### config.mk
export PLATFORM = sky130hd
export DESIGN_NAME = rdsc_top
export DESIGN_NICKNAME = d
export VERILOG_FILES = /design/src/hdl/rdsc_tcnt.v /design/src/hdl/rdsc_top.v
export VERILOG_INCLUDE_DIRS = /design/src /design/src/hdl
export SDC_FILE = /design/constraint.sdc
export NUM_CORES = 1
export LEC_CHECK = 0
export BUFFER_PORTS_ARGS = -buffer_cell sky130_fd_sc_hd__buf_4
export CORE_ASPECT_RATIO = 1.25
export CORE_MARGIN = 2
export CORE_UTILIZATION = 55
export CTS_BUF_LIST = sky130_fd_sc_hd__clkbuf_4
export CTS_CLUSTER_DIAMETER = 100
export CTS_CLUSTER_SIZE = 12
export DETAILED_ROUTE_END_ITERATION = 10
export PLACE_DENSITY = 0.9
export SYNTH_ARGS = -nofsm -noshare
export SYNTH_HDL_FRONTEND = slang
export SYNTH_SLANG_ARGS = --single-unit
### constraint.sdc
create_clock -name i_clk_sys -period 2.8 [get_ports i_clk_sys]
set_input_delay 0.14 -clock i_clk_sys [delete_from_list [all_inputs] [get_ports i_clk_sys]]
set_output_delay 0.14 -clock i_clk_sys [all_outputs]
set_load 0.005 [all_outputs]
### src/hdl/rdsc_regs.vh
// register offsets, field positions, reset values and timing counts for the radio config block
`ifndef RDSC_REGS_VH
`define RDSC_REGS_VH

`define RDSC_ADDR_W 16
`define RDSC_FREQ_DEV_OFF 16'hDF11
`define RDSC_RX_TMO_OFF 16'hDF12
`define RDSC_POST_PKT_OFF 16'hDF13
`define RDSC_STATUS_OFF 16'hDF20

`define RDSC_FREQ_DEV_RST 8'h47
`define RDSC_RX_TMO_RST 8'h07
`define RDSC_POST_PKT_RST 8'h30
`define RDSC_DEV_E_RST 3'h4
`define RDSC_DEV_M_RST 3'h7
`define RDSC_RX_RSSI_RST 1'h0
`define RDSC_RX_QUAL_RST 1'h0
`define RDSC_RX_TIME_RST 3'h7
`define RDSC_CLR_SEL_RST 2'h3
`define RDSC_RXOFF_RST 2'h0
`define RDSC_TXOFF_RST 2'h0

`define RDSC_DEV_E_MSB 6
`define RDSC_DEV_E_LSB 4
`define RDSC_DEV_M_MSB 2
`define RDSC_DEV_M_LSB 0
`define RDSC_RX_RSSI_BIT 4
`define RDSC_RX_QUAL_BIT 3
`define RDSC_RX_TIME_MSB 2
`define RDSC_RX_TIME_LSB 0
`define RDSC_CLR_SEL_MSB 5
`define RDSC_CLR_SEL_LSB 4
`define RDSC_RXOFF_MSB 3
`define RDSC_RXOFF_LSB 2
`define RDSC_TXOFF_MSB 1
`define RDSC_TXOFF_LSB 0

`define RDSC_RX_TIME_NONE 3'h7
`define RDSC_ASK_SYMS 4'h8
`define RDSC_TMO_SHIFT 3
`define RDSC_RES_SHIFT_STEP 4

`define RDSC_NXT_IDLE 4'h1
`define RDSC_NXT_SYNTH 4'h2
`define RDSC_NXT_TX 4'h4
`define RDSC_NXT_RX 4'h8

`endif

### src/hdl/rdsc_tcnt.v
// down-counter for the sync-search timeout, counting prescaled rc ticks
`timescale 1ns/1ps
`default_nettype none
module rdsc_tcnt (
  input wire i_clk_sys,
  input wire i_rst,
  input wire i_load,
  input wire [12:0] i_load_val,
  input wire i_stop,
  input wire i_tick,
  output reg o_expire,
  output reg o_running
);
  reg [12:0] cnt_ff;

  always @(posedge i_clk_sys or posedge i_rst) begin
    if (i_rst) begin
      cnt_ff <= 13'h0000;
      o_running <= 1'b0;
      o_expire <= 1'b0;
    end else begin
      o_expire <= 1'b0;
      if (i_stop) begin
        o_running <= 1'b0;
      end else if (i_load) begin
        cnt_ff <= i_load_val;
        o_running <= 1'b1;
      end else if (o_running && i_tick) begin
        // a zero load expires on the first tick rather than wrapping
        if (cnt_ff <= 13'h0001) begin
          o_expire <= 1'b1;
          o_running <= 1'b0;
        end else begin
          cnt_ff <= cnt_ff - 13'h0001;
        end
      end
    end
  end
endmodule // rdsc_tcnt
`default_nettype wire

### src/hdl/rdsc_top.v
// deviation setting and radio state machine configuration registers with rx supervision
`timescale 1ns/1ps
`default_nettype none
`include "rdsc_regs.vh"
module rdsc_top (
  input wire i_clk_sys,
  input wire i_rst,
  input wire [15:0] i_addr,
  input wire [7:0] i_wdata,
  input wire i_wr,
  input wire i_rd,
  output reg [7:0] o_rdata,
  input wire i_mod_msk,
  input wire i_mod_ask,
  input wire [15:0] i_wake_period_a,
  input wire [1:0] i_wake_resolution,
  input wire i_rc_clk,
  input wire i_rx_start,
  input wire i_rx_abort,
  input wire i_sync_found,
  input wire i_preamble_qual_met,
  input wire i_cs_valid,
  input wire i_carrier_sense,
  input wire i_symbol_tick,
  input wire i_rssi_below_thr,
  input wire i_receiving_pkt,
  input wire i_pkt_rx_done,
  input wire i_pkt_tx_done,
  output reg [3:0] o_dev_mant4,
  output reg [2:0] o_dev_exp,
  output reg [10:0] o_dev_mult,
  output reg [2:0] o_msk_phase_frac,
  output reg o_rx_end,
  output reg o_rx_timeout,
  output reg o_clear_channel_flag,
  output reg [3:0] o_next_state,
  output reg o_next_state_vld,
  output reg o_tx_preamble
);
  // ----------------------------------------------------------------
  // configuration registers
  // ----------------------------------------------------------------
  reg [2:0] dev_e_ff;
  reg [2:0] dev_m_ff;
  reg rx_end_on_carrier_sense_ff;
  reg rx_timeout_qualifier_ff;
  reg [2:0] rx_timeout_select_ff;
  reg [1:0] clear_channel_select_ff;
  reg [1:0] after_rx_state_ff;
  reg [1:0] after_tx_state_ff;

  always @(posedge i_clk_sys or posedge i_rst) begin
    if (i_rst) begin
      dev_e_ff <= `RDSC_DEV_E_RST;
      dev_m_ff <= `RDSC_DEV_M_RST;
      rx_end_on_carrier_sense_ff <= `RDSC_RX_RSSI_RST;
      rx_timeout_qualifier_ff <= `RDSC_RX_QUAL_RST;
      rx_timeout_select_ff <= `RDSC_RX_TIME_RST;
      clear_channel_select_ff <= `RDSC_CLR_SEL_RST;
      after_rx_state_ff <= `RDSC_RXOFF_RST;
      after_tx_state_ff <= `RDSC_TXOFF_RST;
    end else if (i_wr) begin
      // only the defined fields are stored; reserved bits are dropped
      case (i_addr)
        `RDSC_FREQ_DEV_OFF: begin
          dev_e_ff <= i_wdata[`RDSC_DEV_E_MSB:`RDSC_DEV_E_LSB];
          dev_m_ff <= i_wdata[`RDSC_DEV_M_MSB:`RDSC_DEV_M_LSB];
        end
        `RDSC_RX_TMO_OFF: begin
          rx_end_on_carrier_sense_ff <= i_wdata[`RDSC_RX_RSSI_BIT];
          rx_timeout_qualifier_ff <= i_wdata[`RDSC_RX_QUAL_BIT];
          rx_timeout_select_ff <= i_wdata[`RDSC_RX_TIME_MSB:`RDSC_RX_TIME_LSB];
        end
        `RDSC_POST_PKT_OFF: begin
          clear_channel_select_ff <= i_wdata[`RDSC_CLR_SEL_MSB:`RDSC_CLR_SEL_LSB];
          after_rx_state_ff <= i_wdata[`RDSC_RXOFF_MSB:`RDSC_RXOFF_LSB];
          after_tx_state_ff <= i_wdata[`RDSC_TXOFF_MSB:`RDSC_TXOFF_LSB];
        end
        default: begin
        end
      endcase
    end
  end

  // ----------------------------------------------------------------
  // rx supervision state machine
  // ----------------------------------------------------------------
  localparam [2:0] ST_IDLE = 3'h1;
  localparam [2:0] ST_SRCH = 3'h2;
  localparam [2:0] ST_PKT = 3'h4;

  reg [2:0] state_ff;
  reg [2:0] nxt_state;
  wire tmo_expire;
  wire tmo_running;

  // ----------------------------------------------------------------
  // read port
  // ----------------------------------------------------------------
  reg [7:0] nxt_rdata;

  always @* begin
    nxt_rdata = 8'h00;
    if (i_rd) begin
      case (i_addr)
        `RDSC_FREQ_DEV_OFF: nxt_rdata = {1'h0, dev_e_ff, 1'h0, dev_m_ff};
        `RDSC_RX_TMO_OFF: nxt_rdata = {3'h0, rx_end_on_carrier_sense_ff, rx_timeout_qualifier_ff,
                                      rx_timeout_select_ff};
        `RDSC_POST_PKT_OFF: nxt_rdata = {2'h0, clear_channel_select_ff, after_rx_state_ff,
                                        after_tx_state_ff};
        `RDSC_STATUS_OFF: nxt_rdata = {3'h0, o_clear_channel_flag, tmo_running, state_ff};
        default: nxt_rdata = 8'h00;
      endcase
    end
  end

  always @(posedge i_clk_sys or posedge i_rst) begin
    if (i_rst) begin
      o_rdata <= 8'h00;
    end else begin
      o_rdata <= nxt_rdata;
    end
  end

  // ----------------------------------------------------------------
  // deviation outputs
  // ----------------------------------------------------------------
  wire [3:0] mant4;
  assign mant4 = {1'b1, dev_m_ff};

  always @(posedge i_clk_sys or posedge i_rst) begin
    if (i_rst) begin
      o_dev_mant4 <= 4'h0;
      o_dev_exp <= 3'h0;
      o_dev_mult <= 11'h000;
      o_msk_phase_frac <= 3'h0;
    end else if (i_mod_msk) begin
      // msk reuses the mantissa as a phase-change fraction
      o_dev_mant4 <= 4'h0;
      o_dev_exp <= 3'h0;
      o_dev_mult <= 11'h000;
      o_msk_phase_frac <= dev_m_ff;
    end else begin
      o_dev_mant4 <= mant4;
      o_dev_exp <= dev_e_ff;
      // deviation in units of f_xosc / 2^17
      o_dev_mult <= {7'h00, mant4} << dev_e_ff;
      o_msk_phase_frac <= 3'h0;
    end
  end

  // ----------------------------------------------------------------
  // rc oscillator synchroniser and prescaler
  // ----------------------------------------------------------------
  reg rc_meta_ff;
  reg rc_sync_ff;
  reg rc_prev_ff;
  reg [11:0] presc_ff;
  reg tick_ff;
  wire rc_edge;
  wire [11:0] presc_top;

  always @(posedge i_clk_sys or posedge i_rst) begin
    if (i_rst) begin
      rc_meta_ff <= 1'b0;
      rc_sync_ff <= 1'b0;
      rc_prev_ff <= 1'b0;
    end else begin
      rc_meta_ff <= i_rc_clk;
      rc_sync_ff <= rc_meta_ff;
      rc_prev_ff <= rc_sync_ff;
    end
  end

  // the timeout counter runs only on rc periods; with the oscillator off only the ask window can time out
  assign rc_edge = rc_sync_ff & ~rc_prev_ff;
  // wake period scales 2^(5*res), the rx timeout one bit less per step: 2^(4*res)
  assign presc_top = (12'h001 << (`RDSC_RES_SHIFT_STEP * i_wake_resolution)) - 12'h001;

  always @(posedge i_clk_sys or posedge i_rst) begin
    if (i_rst) begin
      presc_ff <= 12'h000;
      tick_ff <= 1'b0;
    end else begin
      tick_ff <= 1'b0;
      if (i_rx_start) begin
        presc_ff <= 12'h000;
      end else if (rc_edge) begin
        if (presc_ff >= presc_top) begin
          presc_ff <= 12'h000;
          tick_ff <= 1'b1;
        end else begin
          presc_ff <= presc_ff + 12'h001;
        end
      end
    end
  end

  // ----------------------------------------------------------------
  // timeout counter
  // ----------------------------------------------------------------
  wire [12:0] tmo_load_val;
  wire tmo_enabled;
  wire tmo_load;
  wire tmo_stop;

  // top 13 bits of wake_period_a at setting 0, down to 7 bits at 6
  assign tmo_load_val = i_wake_period_a[15:`RDSC_TMO_SHIFT] >> rx_timeout_select_ff;
  assign tmo_enabled = (rx_timeout_select_ff != `RDSC_RX_TIME_NONE);
  assign tmo_load = i_rx_start & tmo_enabled;
  assign tmo_stop = ~state_ff[1] & ~i_rx_start;

  rdsc_tcnt u_tcnt (
    .i_clk_sys(i_clk_sys),
    .i_rst(i_rst),
    .i_load(tmo_load),
    .i_load_val(tmo_load_val),
    .i_stop(tmo_stop),
    .i_tick(tick_ff),
    .o_expire(tmo_expire),
    .o_running(tmo_running)
  );

  // ----------------------------------------------------------------
  // ask carrier-sense window
  // ----------------------------------------------------------------
  reg [3:0] sym_cnt_ff;
  reg cs_seen_ff;
  wire ask_window_end;

  always @(posedge i_clk_sys or posedge i_rst) begin
    if (i_rst) begin
      sym_cnt_ff <= 4'h0;
      cs_seen_ff <= 1'b0;
    end else if (i_rx_start) begin
      sym_cnt_ff <= 4'h0;
      cs_seen_ff <= 1'b0;
    end else if (state_ff == ST_SRCH) begin
      if (i_carrier_sense) begin
        cs_seen_ff <= 1'b1;
      end
      if (i_symbol_tick && sym_cnt_ff != `RDSC_ASK_SYMS) begin
        sym_cnt_ff <= sym_cnt_ff + 4'h1;
      end
    end
  end

  // fires once, on the eighth symbol tick without carrier sense
  assign ask_window_end = rx_end_on_carrier_sense_ff & i_mod_ask & i_symbol_tick &
                          ~cs_seen_ff & ~i_carrier_sense &
                          (sym_cnt_ff == `RDSC_ASK_SYMS - 4'h1);

  // ----------------------------------------------------------------
  // receive termination
  // ----------------------------------------------------------------
  reg nxt_end;
  reg nxt_tmo;
  wire keep_rx;
  wire cs_end;

  // qualifier picks whether a preamble hit alone keeps the receiver on
  assign keep_rx = i_sync_found | (rx_timeout_qualifier_ff & i_preamble_qual_met);
  assign cs_end = rx_end_on_carrier_sense_ff & i_cs_valid & ~i_carrier_sense;

  always @* begin
    nxt_state = state_ff;
    nxt_end = 1'b0;
    nxt_tmo = 1'b0;
    case (state_ff)
      ST_IDLE: if (i_rx_start) nxt_state = ST_SRCH;
      ST_SRCH: begin
        if (i_rx_abort) begin
          nxt_state = ST_IDLE;
        end else if (i_sync_found) begin
          nxt_state = ST_PKT;
        end else if (cs_end) begin
          nxt_state = ST_IDLE;
          nxt_end = 1'b1;
        end else if (ask_window_end) begin
          nxt_state = ST_IDLE;
          nxt_end = 1'b1;
          nxt_tmo = 1'b1;
        end else if (tmo_expire) begin
          if (keep_rx) begin
            nxt_state = ST_PKT;
          end else begin
            nxt_state = ST_IDLE;
            nxt_end = 1'b1;
            nxt_tmo = 1'b1;
          end
        end
      end
      // without a timeout the receiver waits here for the packet end
      ST_PKT: if (i_rx_abort || i_pkt_rx_done) nxt_state = ST_IDLE;
      default: nxt_state = ST_IDLE;
    endcase
  end

  always @(posedge i_clk_sys or posedge i_rst) begin
    if (i_rst) begin
      state_ff <= ST_IDLE;
      o_rx_end <= 1'b0;
      o_rx_timeout <= 1'b0;
    end else begin
      state_ff <= nxt_state;
      o_rx_end <= nxt_end;
      o_rx_timeout <= nxt_tmo;
    end
  end

  // ----------------------------------------------------------------
  // clear channel indication
  // ----------------------------------------------------------------
  reg nxt_clear_ch;

  always @* begin
    case (clear_channel_select_ff)
      2'h0: nxt_clear_ch = 1'h1;
      2'h1: nxt_clear_ch = i_rssi_below_thr;
      2'h2: nxt_clear_ch = ~i_receiving_pkt;
      default: nxt_clear_ch = i_rssi_below_thr & ~i_receiving_pkt;
    endcase
  end

  always @(posedge i_clk_sys or posedge i_rst) begin
    if (i_rst) begin
      o_clear_channel_flag <= 1'b0;
    end else begin
      o_clear_channel_flag <= nxt_clear_ch;
    end
  end

  // ----------------------------------------------------------------
  // state after packet end
  // ----------------------------------------------------------------
  reg [3:0] nxt_after_rx;
  reg [3:0] nxt_after_tx;

  always @* begin
    case (after_rx_state_ff)
      2'h0: nxt_after_rx = `RDSC_NXT_IDLE;
      2'h1: nxt_after_rx = `RDSC_NXT_SYNTH;
      2'h2: nxt_after_rx = `RDSC_NXT_TX;
      default: nxt_after_rx = `RDSC_NXT_RX;
    endcase
    case (after_tx_state_ff)
      2'h0: nxt_after_tx = `RDSC_NXT_IDLE;
      2'h1: nxt_after_tx = `RDSC_NXT_SYNTH;
      2'h2: nxt_after_tx = `RDSC_NXT_TX;
      default: nxt_after_tx = `RDSC_NXT_RX;
    endcase
  end

  // rx end wins if both arrive together; the radio cannot be in both at once
  always @(posedge i_clk_sys or posedge i_rst) begin
    if (i_rst) begin
      o_next_state <= `RDSC_NXT_IDLE;
      o_next_state_vld <= 1'b0;
      o_tx_preamble <= 1'b0;
    end else begin
      o_next_state_vld <= 1'b0;
      o_tx_preamble <= 1'b0;
      if (i_pkt_rx_done) begin
        o_next_state <= nxt_after_rx;
        o_next_state_vld <= 1'b1;
      end else if (i_pkt_tx_done) begin
        o_next_state <= nxt_after_tx;
        o_next_state_vld <= 1'b1;
        o_tx_preamble <= (after_tx_state_ff == 2'h2);
      end
    end
  end
endmodule // rdsc_top
`default_nettype wire
Word level (Yosys, flattened, before mapping)

Index checks and enable logic that the tools add are counted.

Register bits: 94
Bits of input ports: 60

Add/sub/neg operators: 4
Magnitude comparators: 2
Equal/unequal tests: 20
Shift-type cells: 3
Multiplexer cells: 58
Bitwise operators: 20
Reduce and logical (&&, ||, !) cells: 22

Operator list:

| operator                                                                | count |
|---|---|
| 16-bit == test (second input constant)                                  | 4 |
| 13-bit 2-to-1 mux                                                       | 3 |
| 12-bit 2-to-1 mux                                                       | 3 |
| 3-bit 2-to-1 mux                                                        | 10 |
| 1-bit 2-to-1 mux                                                        | 29 |
| 7-bit one-hot mux with 4 select lines                                   | 1 |
| 4-bit 2-to-1 mux                                                        | 6 |
| 4-bit one-hot mux with 3 select lines                                   | 2 |
| 13-bit by 1-bit <= comparator with 1-bit output (second input constant) | 1 |
| 13-bit by 3-bit >> shifter with 13-bit output                           | 1 |
| 13-bit by 1-bit subtractor with 13-bit output (second input constant)   | 1 |
| 12-bit by 1-bit adder with 12-bit output (second input constant)        | 1 |
| 1-bit AND                                                               | 12 |
| 12-bit >= comparator                                                    | 1 |
| 2-bit AND reduction                                                     | 6 |
| 2-bit nonzero test                                                      | 6 |
| 1-bit by 4-bit left shift with 12-bit output (first input constant)     | 1 |
| 12-bit by 1-bit subtractor with 12-bit output (second input constant)   | 1 |
| 11-bit 2-to-1 mux                                                       | 1 |
| 4-bit by 3-bit left shift with 11-bit output                            | 1 |
| 3-bit one-hot mux with 3 select lines                                   | 1 |
| 7-bit 2-to-1 mux                                                        | 1 |
| 1-bit NOT                                                               | 7 |
| 2-bit by 1-bit == test with 1-bit output (second input constant)        | 3 |
| other kinds (17)                                                        | 26 |

Longest topological paths before layout

Gate-level depths: netlist of the first run.

Depth after elaboration: 10
Mapped depth: 10
Depth with buffers taken out: 9

Modules after synthesis

From an unflattened synthesis of the first run, not the netlist that was laid out.

Cells, all modules: 525
Area total of the unflattened synthesis: 5,141.2 sq um

Modules (own cells, without submodules):

| module    | instances | cells an instance | area an instance (sq um) |
|---|---|---|---|
| rdsc_top  | 1         | 416               | 4,165.2 |
| rdsc_tcnt | 1         | 109               | 975.9 |

Worst setup path before layout of the first run

No wires, ideal clock.

Path kind: register to register
From: register rx_timeout_select_ff[1]
To: register u_tcnt.cnt_ff[5]
Setup time: 0.136 ns
Arrival: 1.925 ns
Path slack: 0.739 ns
Cell stages (with the launch flop): 8
Cells stage by stage: dfstp_2 -> clkbuf_1 -> clkbuf_1 -> mux2_2 -> mux2i_1 -> nor2_1 -> a211oi_1 -> a21oi_1

Longest elaborated chain between the ends: 4

Ends and longest elaborated chain:

| what                                                                                | RTL line       | source |
|---|---|---|
| from (decl)                                                                         | rdsc_top.v:47  | `reg [2:0] rx_timeout_select_ff;` |
| from (signal assigned)                                                              | rdsc_top.v:58  | `` rx_timeout_select_ff <= `RDSC_RX_TIME_RST; `` |
| from (signal assigned)                                                              | rdsc_top.v:72  | `` rx_timeout_select_ff <= i_wdata[`RDSC_RX_TIME_MSB:`RDSC_RX_TIME_LSB]; `` |
| 3-bit inequality test (no source line)                                              | n/a            |  |
| 1-bit AND                                                                           | rdsc_top.v:210 | `assign tmo_load = i_rx_start & tmo_enabled;` |
| 2-bit inequality test (no source line) / 2-bit nonzero test (equally long branches) | n/a            |  |
| 3-bit AND reduction (no source line)                                                | n/a            |  |
| to (signal assigned)                                                                | rdsc_tcnt.v:26 | `cnt_ff <= i_load_val;` |
| to (signal assigned)                                                                | rdsc_tcnt.v:34 | `cnt_ff <= cnt_ff - 13'h0001;` |
| to (decl)                                                                           | rdsc_tcnt.v:14 | `reg [12:0] cnt_ff;` |

Several ways; a longest one is shown, not always the timed one.
A chain may end at the register's enable or synchronous reset.

Final worst setup path of the first run

From: register u_tcnt.cnt_ff[2]
To: register u_tcnt.cnt_ff[11]

Longest elaborated chain between the ends: 4

Ends and longest elaborated chain:

| what                                          | RTL line       | source |
|---|---|---|
| 13-bit by 1-bit subtractor with 13-bit output | rdsc_tcnt.v:34 |  |
| 13-bit 2-to-1 mux                             | rdsc_tcnt.v:30 | `if (cnt_ff <= 13'h0001) begin` |
| 13-bit 2-to-1 mux                             | rdsc_tcnt.v:28 | `end else if (o_running && i_tick) begin` |
| 13-bit 2-to-1 mux                             | rdsc_tcnt.v:25 | `end else if (i_load) begin` |

Several ways; a longest one is shown, not always the timed one. The select of a mux whose other input is x is not followed.

==> results of run 1 <==
[state kept, by name (all words and copies together), names as in the netlist, 3 cells and up]
signal and count:
o_rdata 7, presc_ff 12, dev_e_ff 3, sym_cnt_ff 4, u_tcnt.cnt_ff 13, rx_timeout_select_ff 3, o_dev_mult 11, dev_m_ff 3
o_dev_mant4 4, o_msk_phase_frac 3, state_ff 3, o_next_state 4, o_dev_exp 3
[kinds of logic (layout without fill, tap and decap cells)]
group | Yosys count | in the layout
DFF | 93 | 93
xor gates and xnor gates | 11 | 11
AOI/OAI and AO/OA | 107 | 107
buffers and inverters | 48 | 154
other | 1 | 2
and+or+nand+nor | 182 | 182
muxes | 45 | 45
adders and majority gates | 18 | 18
[layout by cell type, fill, tap and decap left out, types with 8 or more instances in the layout]
master | netlist | layout
a21oi_1 | 31 | 30
nand3_1 | 17 | 17
buf_4 | 3 | 94
o21ai_0 | 22 | 22
nor2b_1 | 10 | 10
inv_1 | 23 | 22
clkbuf_4 | 0 | 11
dfrtp_1 | 82 | 82
dfstp_2 | 11 | 11
mux2i_1 | 14 | 14
nor2_1 | 40 | 40
a31oi_1 | 13 | 13
ha_1 | 18 | 18
mux2_2 | 19 | 19
nand2_1 | 44 | 44
dlygate4sd3_1 | 0 | 20
nor4_1 | 8 | 8
[how the worst max path moves through the flow]
stage                                             endpoint  slack, ns
after floorplan           after_rx_state_ff[0]$_DFFE_PP0P_       0.26
after global placement             presc_ff[3]$_DFFE_PP0P_       0.21
after detailed placement          presc_ff[11]$_DFFE_PP0P_       0.07
after CTS                         presc_ff[11]$_DFFE_PP0P_       0.25
after global routing         u_tcnt.cnt_ff[11]$_DFFE_PP0P_       0.21
final                        u_tcnt.cnt_ff[11]$_DFFE_PP0P_       0.45
[final cells by class]
type / count / share of cell area
Timing Repair Buffer: 115 / 0.148
Inverter: 23 / 0.0140
Antenna cell: 1 / 0.000400
Sequential cell: 93 / 0.374
Multi-Input combinational cell: 364 / 0.416
Tap cell: 123 / 0.0246
Clock inverter: 5 / 0.00979
Clock buffer: 11 / 0.0132
[critical path, delay by kind of cell (launching register included)]
| family | cells | cell delay (ns) |
|---|---|---|
| AO/OA/AOI/OAI | 2 | 0.32 |
| flip-flops | 1 | 0.44 |
| AND/OR/NAND/NOR | 3 | 1.48 |
[power breakdown]
part | switching [uW] | leakage, uW | internal (uW) | total [uW]
Combinational | 188 | 0.00155 | 180 | 368
Sequential | 60.6 | 0.00121 | 1400 | 1460
Clock | 448 | 0.0000750 | 297 | 745
Total | 697 | 0.00283 | 1870 | 2570
[through the flow]
stage | setup WS [ns] | instances | util
CTS | 0.250 | 733 | 0.684
global route | 0.208 | 735 | 0.686
global placement | 0.210 | 698 | 0.648
detailed placement | 0.0730 | 698 | 0.648
floorplan | 0.258 | 505 | -
finish | 0.451 | 735 | 0.686
[per-layer routing]
metal	wire [um]	global-route usage	up-vias
li1	-	-	2043
met1	4530	0.277	2138
met2	6640	0.451	185
met3	565	0.0523	44
met4	509	0.135	0
met5	0	0	-
[what timing repair did]
item	4_1_cts	5_1_grt
endpoints found under the hold margin	83	1
hold buffers	19	1
resized for setup	0	1
endpoints found under the setup margin	0	1
==> results by group, run 1 <==
Timing
  • Pins Over Slew Limit: 0
  • Final setup fails: 0
  • Fin. Hold Viols: 0
  • Setup Skew: 0.0117 ns
  • Post-layout min period: 2.35 ns
  • Final period util: 0.839
  • Setup TNS: 0 ns
  • Hold WS: 0.0477 ns
  • RSZ-0062 raised after global routing: no
  • Worst slew pin tran: 0.918 ns
  • Max frequency: 426 MHz
  • Relative max-transition margin: 0.388

Clock network
  • Clk sinks: 93
  • Worst-path clk slew: 0.14 ns
  • Clk Latency, worst-skew pair: around 0.45 ns
  • TritonCTS clock tree: built
  • CTS root buf: clkbuf_4
  • Postcts setup bufs: 0
  • H-tree levels: 3
  • CTS Buffer Depth: 2
  • CTS buffer count: 9

Route
  • Drt drc: 0
  • Vias: 4410
  • Post-Route WL: around 12000 um
  • Drt first pass iters: 7
  • Routed Antenna Nets: 0
  • DR iter-0 viols: 267
  • Vias per cell: 6.00
  • Routed WL per cell: between 15 and 20 um

Critical path
  • Crit path max fanout: 5
  • Worst path slowest cell: nor4b_1
  • Worst Path Arrival: roughly 2.7 ns
  • CP Capture Type: flop
  • Worst R2R Path Depth: 5
  • Crit-path cells: nor4_1 > nor4b_1 > nand3_1 > o21ai_0 > a2bb2oi_1
  • CP max stage delay: 0.67 ns
  • Reg2reg start: u_tcnt.cnt_ff[2]$_DFFE_PP0P_
  • R2R setup slack: 0.45 ns
  • Worst Path Required: 3.14 ns
  • CP Class: reg2reg
  • Crit start category: flop
  • CP Launch Point: u_tcnt.cnt_ff[2]$_DFFE_PP0P_
  • FF-to-FF End: u_tcnt.cnt_ff[11]$_DFFE_PP0P_

Run
  • Max cap viols: 0

Hold path
  • Hold Crit Start: i_preamble_qual_met
  • HP Class: in2reg
  • Worst hold stages: 4
  • WHS Endpoint: o_rx_end$_DFF_PP0_

Global route
  • Initial antenna violation count: 1
  • Largest net degree at the start of global routing: 50
  • Vias in the first global route: 4483
  • First-pass GRT wire length: 20900 um
  • Total track usage: 0.251
  • Total grt overflow: 0

Floorplan
  • Row count: 39
  • Die X: 90.5 um
  • Core Area: 9130 um^2
  • Initial core utilization: 0.564
  • Die H: 112 um
  • Die Area: 10200 um^2
  • Boundary Pins: 98

Synth
  • Mean Syn Cell Area: between 10 and 15 um^2
  • Post-synthesis cell type count: 65
  • Syn Inst Count: 505
  • Share of synthesized cell area in and, or, nand and nor gates: 0.196
  • Yosys top cell area share: 0.399
  • Synth Area in Compound Gates: 0.134
  • Post-Synth XOR/XNOR Area: 0.0187
  • Synth cell count leaders: dfrtp_1, nand2_1, nor2_1
  • Main combinational cell family by area after synthesis: simple AND/OR/NAND/NOR gates
  • Main flop type after synthesis: dfrtp_1
  • Syn Nets: about 580
  • EDFF count, synth: 0
  • Largest cells by area after synthesis: dfrtp_1, dfstp_2, ha_1
  • Top cell type by total area after synthesis: dfrtp_1
  • Mux cell area share after synthesis: 0.113
  • Seq/Total Area, Yosys: 0.455
  • Syn. warnings: 0
  • Mapped cell area: 5150 um^2
  • Post-synth ARST share: 1.00
  • Area share of fa/ha/maj cells after synthesis: 0.0438
  • Yosys reg bits: between 90 and 100
  • Most frequent cell after synthesis: dfrtp_1

Pwr
  • Pwr dens: 411 nW/um^2
  • Worst IR Drop VDD: between 0.2 and 0.25 mV
  • Tot Pwr: 2570 uW
  • Leakage: around 0.0028 uW

Place
  • PortBufs: 92
  • Placed Area: between 5000 and 6000 um^2
  • RePlAce Congestion: 0.892
  • Placed wire-length estimate: 8960 um

Cells and area
  • Share of cells above drive strength 1: 0.275
  • Area of the multi-input gates: about 2600 um^2
  • Register Area: 2340 um^2
  • Area delta synth->final: 21.7%
  • Final Cell Area: around 6300 um^2
  • Filler instances: 628
  • NumNets Final: 684

Status
  • Run status: finished, final reports clean
No activity file was read; power rests on OpenSTA's default activity.
==> run 2, diff against run 1 <==
--- a/config.mk
+++ b/config.mk
@@ -6,6 +6,7 @@
 export SDC_FILE = /design/constraint.sdc
 export NUM_CORES = 1
 export LEC_CHECK = 0
+export ABC_AREA = 1
 export BUFFER_PORTS_ARGS = -buffer_cell sky130_fd_sc_hd__buf_4
 export CORE_ASPECT_RATIO = 1.25
 export CORE_MARGIN = 2
==> constraint.sdc (replaced) <==
create_clock -name i_clk_sys -period 2.2 [get_ports i_clk_sys]
set_input_delay 0.11 -clock i_clk_sys [delete_from_list [all_inputs] [get_ports i_clk_sys]]
set_output_delay 0.11 -clock i_clk_sys [all_outputs]
set_load 0.005 [all_outputs]
==> results by group, run 2 <==
Hold path
  • HP Class: in2reg
  • Worst hold stages: 6

Clock network
  • Clk Latency, worst-skew pair: 0.48 ns
  • CTS buffer count: 9
  • Worst-path clk slew: 0.17 ns
  • TritonCTS clock tree: built
  • Clk sinks: 93
  • H-tree levels: 3
  • CTS root buf: clkbuf_4
  • CTS resizes: 0
  • Postcts setup bufs: 0
  • CTS Buffer Depth: 2

Synth
  • Mean Syn Cell Area: around 7.4 um^2
  • Post-synth ARST share: 1.00
  • Seq/Total Area, Yosys: 0.427
  • EDFF count, synth: 0
  • Synth cell count leaders: nand2_1, inv_1, nand3_1
  • Post-synthesis cell type count: 46
  • Most frequent cell after synthesis: nand2_1
  • Yosys top cell area share: 0.374
  • Mapped cell area: 5490 um^2
  • Yosys reg bits: 93
  • Syn. warnings: 0
  • Largest cells by area after synthesis: dfrtp_1, nand2_1, nand3_1
  • Syn Inst Count: 737
  • Main flop type after synthesis: dfrtp_1
  • Syn Nets: between 800 and 900
  • Top cell type by total area after synthesis: dfrtp_1

Critical path
  • Worst R2R Path Depth: 8
  • Crit path max fanout: 16
  • CP Class: reg2reg
  • Crit start category: flop
  • Worst Path Required: 2.62 ns
  • Worst Path Arrival: roughly 2.2 ns
  • CP Capture Type: flop

Pwr
  • Total internal power: roughly 2300 uW
  • Sequential power share: 0.545
  • Power share of the combinational group: 0.183
  • Net Sw Power: 1110 uW
  • Leakage: 0.00339 uW
  • Worst IR Drop VDD: 0.309 mV
  • Sw Ratio: 0.324
  • Pwr dens: 517 nW/um^2
  • Clock share of power: 0.272

Global route
  • First-pass GRT wire length: 21900 um
  • Total track usage: 0.252
  • Initial antenna violation count: 1
  • Total grt overflow: 0
  • Largest net degree at the start of global routing: 94
  • Vias in the first global route: 5027

Cells and area
  • Most flops, register: u_tcnt.cnt_ff
  • Max reg flops: 13
  • Share of cells above drive strength 1: 0.195
  • Most common cell after layout, fill and taps aside: nand2_1
  • Commonest cells after routing, fill and taps aside: nand2_1, buf_4, inv_1
  • Area delta synth->final: 20.9%
  • NumNets Final: around 930
  • Biggest regs: u_tcnt.cnt_ff (13), presc_ff (12), o_dev_mult (11)
  • Filler instances: 785

Floorplan
  • Die X: 93.3 um
  • Initial core utilization: 0.568
  • Row count: 40
  • Die H: 116 um
  • Core Area: 9660 um^2
  • Boundary Pins: 98
  • Die Area: 10800 um^2

Timing
  • RSZ-0062 raised after global routing: no
  • Hold WS: roughly 0.032 ns
  • Worst slew pin tran: ~0.57 ns
  • Setup TNS: 0 ns
  • Pins Over Slew Limit: 0
  • Setup Skew: 0.0226 ns
  • Fin. Hold Viols: 0
  • Relative max-transition margin: 0.622
  • Final setup fails: 0
  • Post-layout min period: 1.75 ns
  • Final period util: 0.797
  • Max frequency: 570 MHz

Route
  • Vias: 5179
  • Drt first pass iters: 5
  • Post-Route WL: 12700 um
  • Drt drc: 0
  • Routed Antenna Nets: 0
  • Vias per cell: roughly 5.3
  • Routed WL per cell: 12.9 um
  • DR iter-0 viols: 254

Run
  • Max cap viols: 0

Place
  • Placed wire-length estimate: 9160 um
  • PortBufs: 92
  • RePlAce Congestion: 0.886

Status
  • Run status: finished, final reports clean
run 2: power groups by stage:
stage                     clock, uW  sequential [uW]  combinational (uW)
after floorplan                   0             1880                 410
after global placement            0             1900                 582
after detailed placement          0             1900                 596
after CTS                       969             1870                 626
after global routing           1030             1880                 723
final                           932             1870                 628
run 2: kinds of logic (layout without fill, tap and decap cells):
logic type,count (synthesis),count (layout),share of synthesized area
XOR/XNOR,4,4,0.00639
multiplexers,1,1,0.00182
other,1,2,0.000683
flip-flops,93,93,0.427
adder cells (fa/ha/maj),18,18,0.0410
AO/OA/AOI/OAI,91,91,0.0965
buffers and inverters,119,237,0.0937
AND/OR/NAND/NOR,410,410,0.333
run 2: area by class of cell:
cell class                 instances  area, um^2  share of cell area
antenna                            1        2.50            0.000377
multi-input combinational        525        2630               0.397
timing repair buffer             123         988               0.149
sequential                        93        2340               0.353
tap                              126         158              0.0238
clock inverter                     7        75.1              0.0113
inverter                          98         372              0.0560
clock buffer                       9        67.6              0.0102
run 2: path summary, 6_finish.rpt:
path                                                     start                             endpoint  slack, ns
setup / recovery           rx_timeout_select_ff[0]$_DFFE_PP1P_         u_tcnt.cnt_ff[5]$_DFFE_PP0P_       0.45
setup reg to reg           rx_timeout_select_ff[0]$_DFFE_PP1P_         u_tcnt.cnt_ff[5]$_DFFE_PP0P_       0.45
hold reg to reg                           rc_meta_ff$_DFF_PP0_                 rc_sync_ff$_DFF_PP0_       0.37
hold / removal                                       i_addr[1]                 o_rdata[6]$_DFF_PP0_       0.03
max in group asynchronous                                i_rst  rx_timeout_select_ff[1]$_DFFE_PP1P_       1.51
min in group asynchronous                                i_rst           o_next_state_vld$_DFF_PP0_       0.29
run 2: per-stage QoR:
stage                     utilization  worst slack, ns  cell area, um^2  power, uW  instances
after floorplan                     -            0.496             5490       2290        737
after global placement          0.650            0.431             6280       2480        944
after detailed placement        0.650            0.395             6280       2500        944
after CTS                       0.687            0.455             6630       3460        981
after global routing            0.687            0.167             6640       3630        982
final                           0.687            0.446             6640       3430        982
run 2: what timing repair did:
action,4_1_cts,5_1_grt
setup endpoints to repair,0,0
hold endpoints to repair,130,0
hold buffers,21,0
run 2: metal layers:
metal / track usage / wire length (um)
met3: 0.0332 / 590
met5: 0 / 0
met4: 0.0971 / 255
met1: 0.305 / 5270
met2: 0.455 / 6580
run 2: critical path, stage by stage (launching register included):
cell and delay (ns):
dfstp_2 0.71, nand2_1 0.12, o21ai_2 0.24, inv_1 0.16
a21oi_1 0.16, o21ai_0 0.11, nand3_1 0.08, nand2_1 0.05
nand2_1 0.06
==> run 3, diff against run 2 <==
==> constraint.sdc (replaced) <==
create_clock -name i_clk_sys -period 1.7 [get_ports i_clk_sys]
set_input_delay 0.085 -clock i_clk_sys [delete_from_list [all_inputs] [get_ports i_clk_sys]]
set_output_delay 0.085 -clock i_clk_sys [all_outputs]
set_load 0.005 [all_outputs]
==> results by group, run 3 (synthesis gave the netlist of run 2 again) <==
Status
  • Run status: finished, violations left
  • Failing checks: negative setup slack

Run
  • Max cap viols: 0

Place
  • RePlAce Congestion: 0.912
  • PortBufs: 92
  • Placed Area: ~6400 um^2
  • DP Cell Count: roughly 950
  • Placed wire-length estimate: around 9700 um

Route
  • Vias per cell: 5.54
  • Post-Route WL: 14800 um
  • Max layer used: met4
  • Routed Antenna Nets: 0
  • Routed WL per cell: 14.6 um
  • M1 wire length: 5510 um
  • Drt first pass iters: 5
  • Drt drc: 0
  • Met2 Routed Length: ~8000 um
  • DR iter-0 viols: 397
  • Met3 Routed Length: just over 800 um
  • Vias: 5596

Timing
  • Final setup fails: 2
  • Final setup margin: -0.00636 ns
  • Fin. Hold Viols: 0
  • Pins Over Slew Limit: 0
  • Post-layout min period: 1.71 ns
  • Setup Skew: 0.0207 ns
  • Final period util: 1.00
  • RSZ-0062 raised after global routing: yes
  • Max frequency: 586 MHz

Global route
  • Largest net degree at the start of global routing: 44
  • Total grt overflow: 0
  • First-pass GRT wire length: around 23000 um
  • Vias in the first global route: roughly 5300
  • Total track usage: 0.270
  • Initial antenna violation count: 1

Clock network
  • Clk Latency, worst-skew pair: ~0.50 ns
  • Clk sinks: 93
  • CTS root buf: clkbuf_4
  • Worst-path clk slew: about 0.17 ns
  • CTS Buffer Depth: 2
  • TritonCTS clock tree: built
  • H-tree levels: 3
  • CTS buffer count: 9

Critical path
  • CP Capture Type: flop
  • Worst Path Arrival: 2.13 ns
  • CP Class: reg2reg
  • Crit start category: flop
  • Crit path max fanout: 6
  • Worst Path Required: 2.13 ns

Floorplan
  • Boundary Pins: between 90 and 100
  • Core Area: 9660 um^2
  • Row count: 40
  • Die X: 93.3 um
  • Initial core utilization: 0.568
  • Die Area: 10800 um^2
  • Die H: about 120 um

Cells and area
  • Final non-filler cell total: 1011
  • NumNets Final: around 960
  • Area delta synth->final: 28.8%
  • Max reg flops: 13
  • Most common cell after layout, fill and taps aside: nand2_1
  • Filler instances: 709
  • Biggest regs: u_tcnt.cnt_ff (13), presc_ff (12), o_dev_mult (11)
  • Commonest cells after routing, fill and taps aside: nand2_1, buf_4, inv_1
  • Most flops, register: u_tcnt.cnt_ff
  • Final Cell Area: about 7000 um^2
  • Share of cells above drive strength 1: 0.249

Pwr
  • Pwr dens: about 650 nW/um^2
  • Worst IR Drop VDD: 0.444 mV
  • Leakage: between 0.003 and 0.004 uW

Hold path
  • HP Class: in2reg
run 3: changes by cell type in the layout (fill, tap and decap cells not counted), sizes merged:
cell         delta
inv             -2
clkinvlp        +2
dlygate4sd3     +4
buf            +25
run 3: final cells by class:
cell class	instances	area [um^2]	area share
antenna	1	2.50	0.000354
sequential	93	2340	0.332
tap	126	158	0.0223
clock inverter	7	80.1	0.0113
multi-input combinational	525	2800	0.395
timing repair buffer	152	1240	0.176
clock buffer	9	67.6	0.00956
inverter	98	379	0.0536
run 3: critical path, cell delays in order, from the launching register on:
cell and delay [ns]:
dfrtp_2 0.47, ha_4 0.25, a21oi_1 0.16, o21ai_0 0.14, nand2_1 0.10, nand4_1 0.18, buf_6 0.20, o21ai_1 0.15
run 3: power breakdown:
part           leakage (uW)  internal (uW)  switching [uW]
Clock             0.0000761            352             899
Combinational       0.00228            366             527
Sequential          0.00121           2320            97.2
run 3: per-stage QoR:
stage | TNS [ns] | power (uW) | setup slack [ns] | utilization | hold WS [ns]
after global routing | -0.698 | 4810 | -0.0678 | 0.732 | 0.0747
after floorplan | 0 | 2960 | 0.0205 | - | 0.116
after CTS | 0 | 4520 | 0.0263 | 0.701 | 0.0119
after detailed placement | -1.14 | 3250 | -0.166 | 0.659 | 0.140
final | -0.00765 | 4560 | -0.00636 | 0.732 | 0.0443
after global placement | -0.345 | 3220 | -0.0327 | 0.659 | 0.130
run 3: final timing paths:
| kind | startpoint | endpoint | slack, ns | cells past startpoint |
|---|---|---|---|---|
| hold reg to reg | rc_meta_ff$_DFF_PP0_ | rc_sync_ff$_DFF_PP0_ | 0.37 | 0 |
| hold / removal | i_preamble_qual_met | o_rx_timeout$_DFF_PP0_ | 0.04 | 5 |
| min in group asynchronous | i_rst | o_next_state[2]$_DFFE_PP0P_ | 0.14 | 3 |
| max in group asynchronous | i_rst | rx_timeout_select_ff[0]$_DFFE_PP1P_ | 0.92 | 4 |
| setup reg to reg | presc_ff[5]$_DFFE_PP0P_ | presc_ff[11]$_DFFE_PP0P_ | -0.006 | 7 |
| setup / recovery | presc_ff[5]$_DFFE_PP0P_ | presc_ff[11]$_DFFE_PP0P_ | -0.006 | 7 |
run 3: per-layer routing:
metal / vias to the layer above / GRT usage
li1: 2673 / -
met1: 2598 / 0.306
met2: 254 / 0.485
met3: 71 / 0.0416
met4: 0 / 0.145
met5: - / 0
run 3: what timing repair did:
action                                 CTS  global route
gates resized for setup                  3            56
setup buffers                            0            14
hold buffers                            25             0
setup endpoints to repair                5            23
endpoints found under the hold margin  134             0
pin swaps                                0            10
cloned                                   0             1
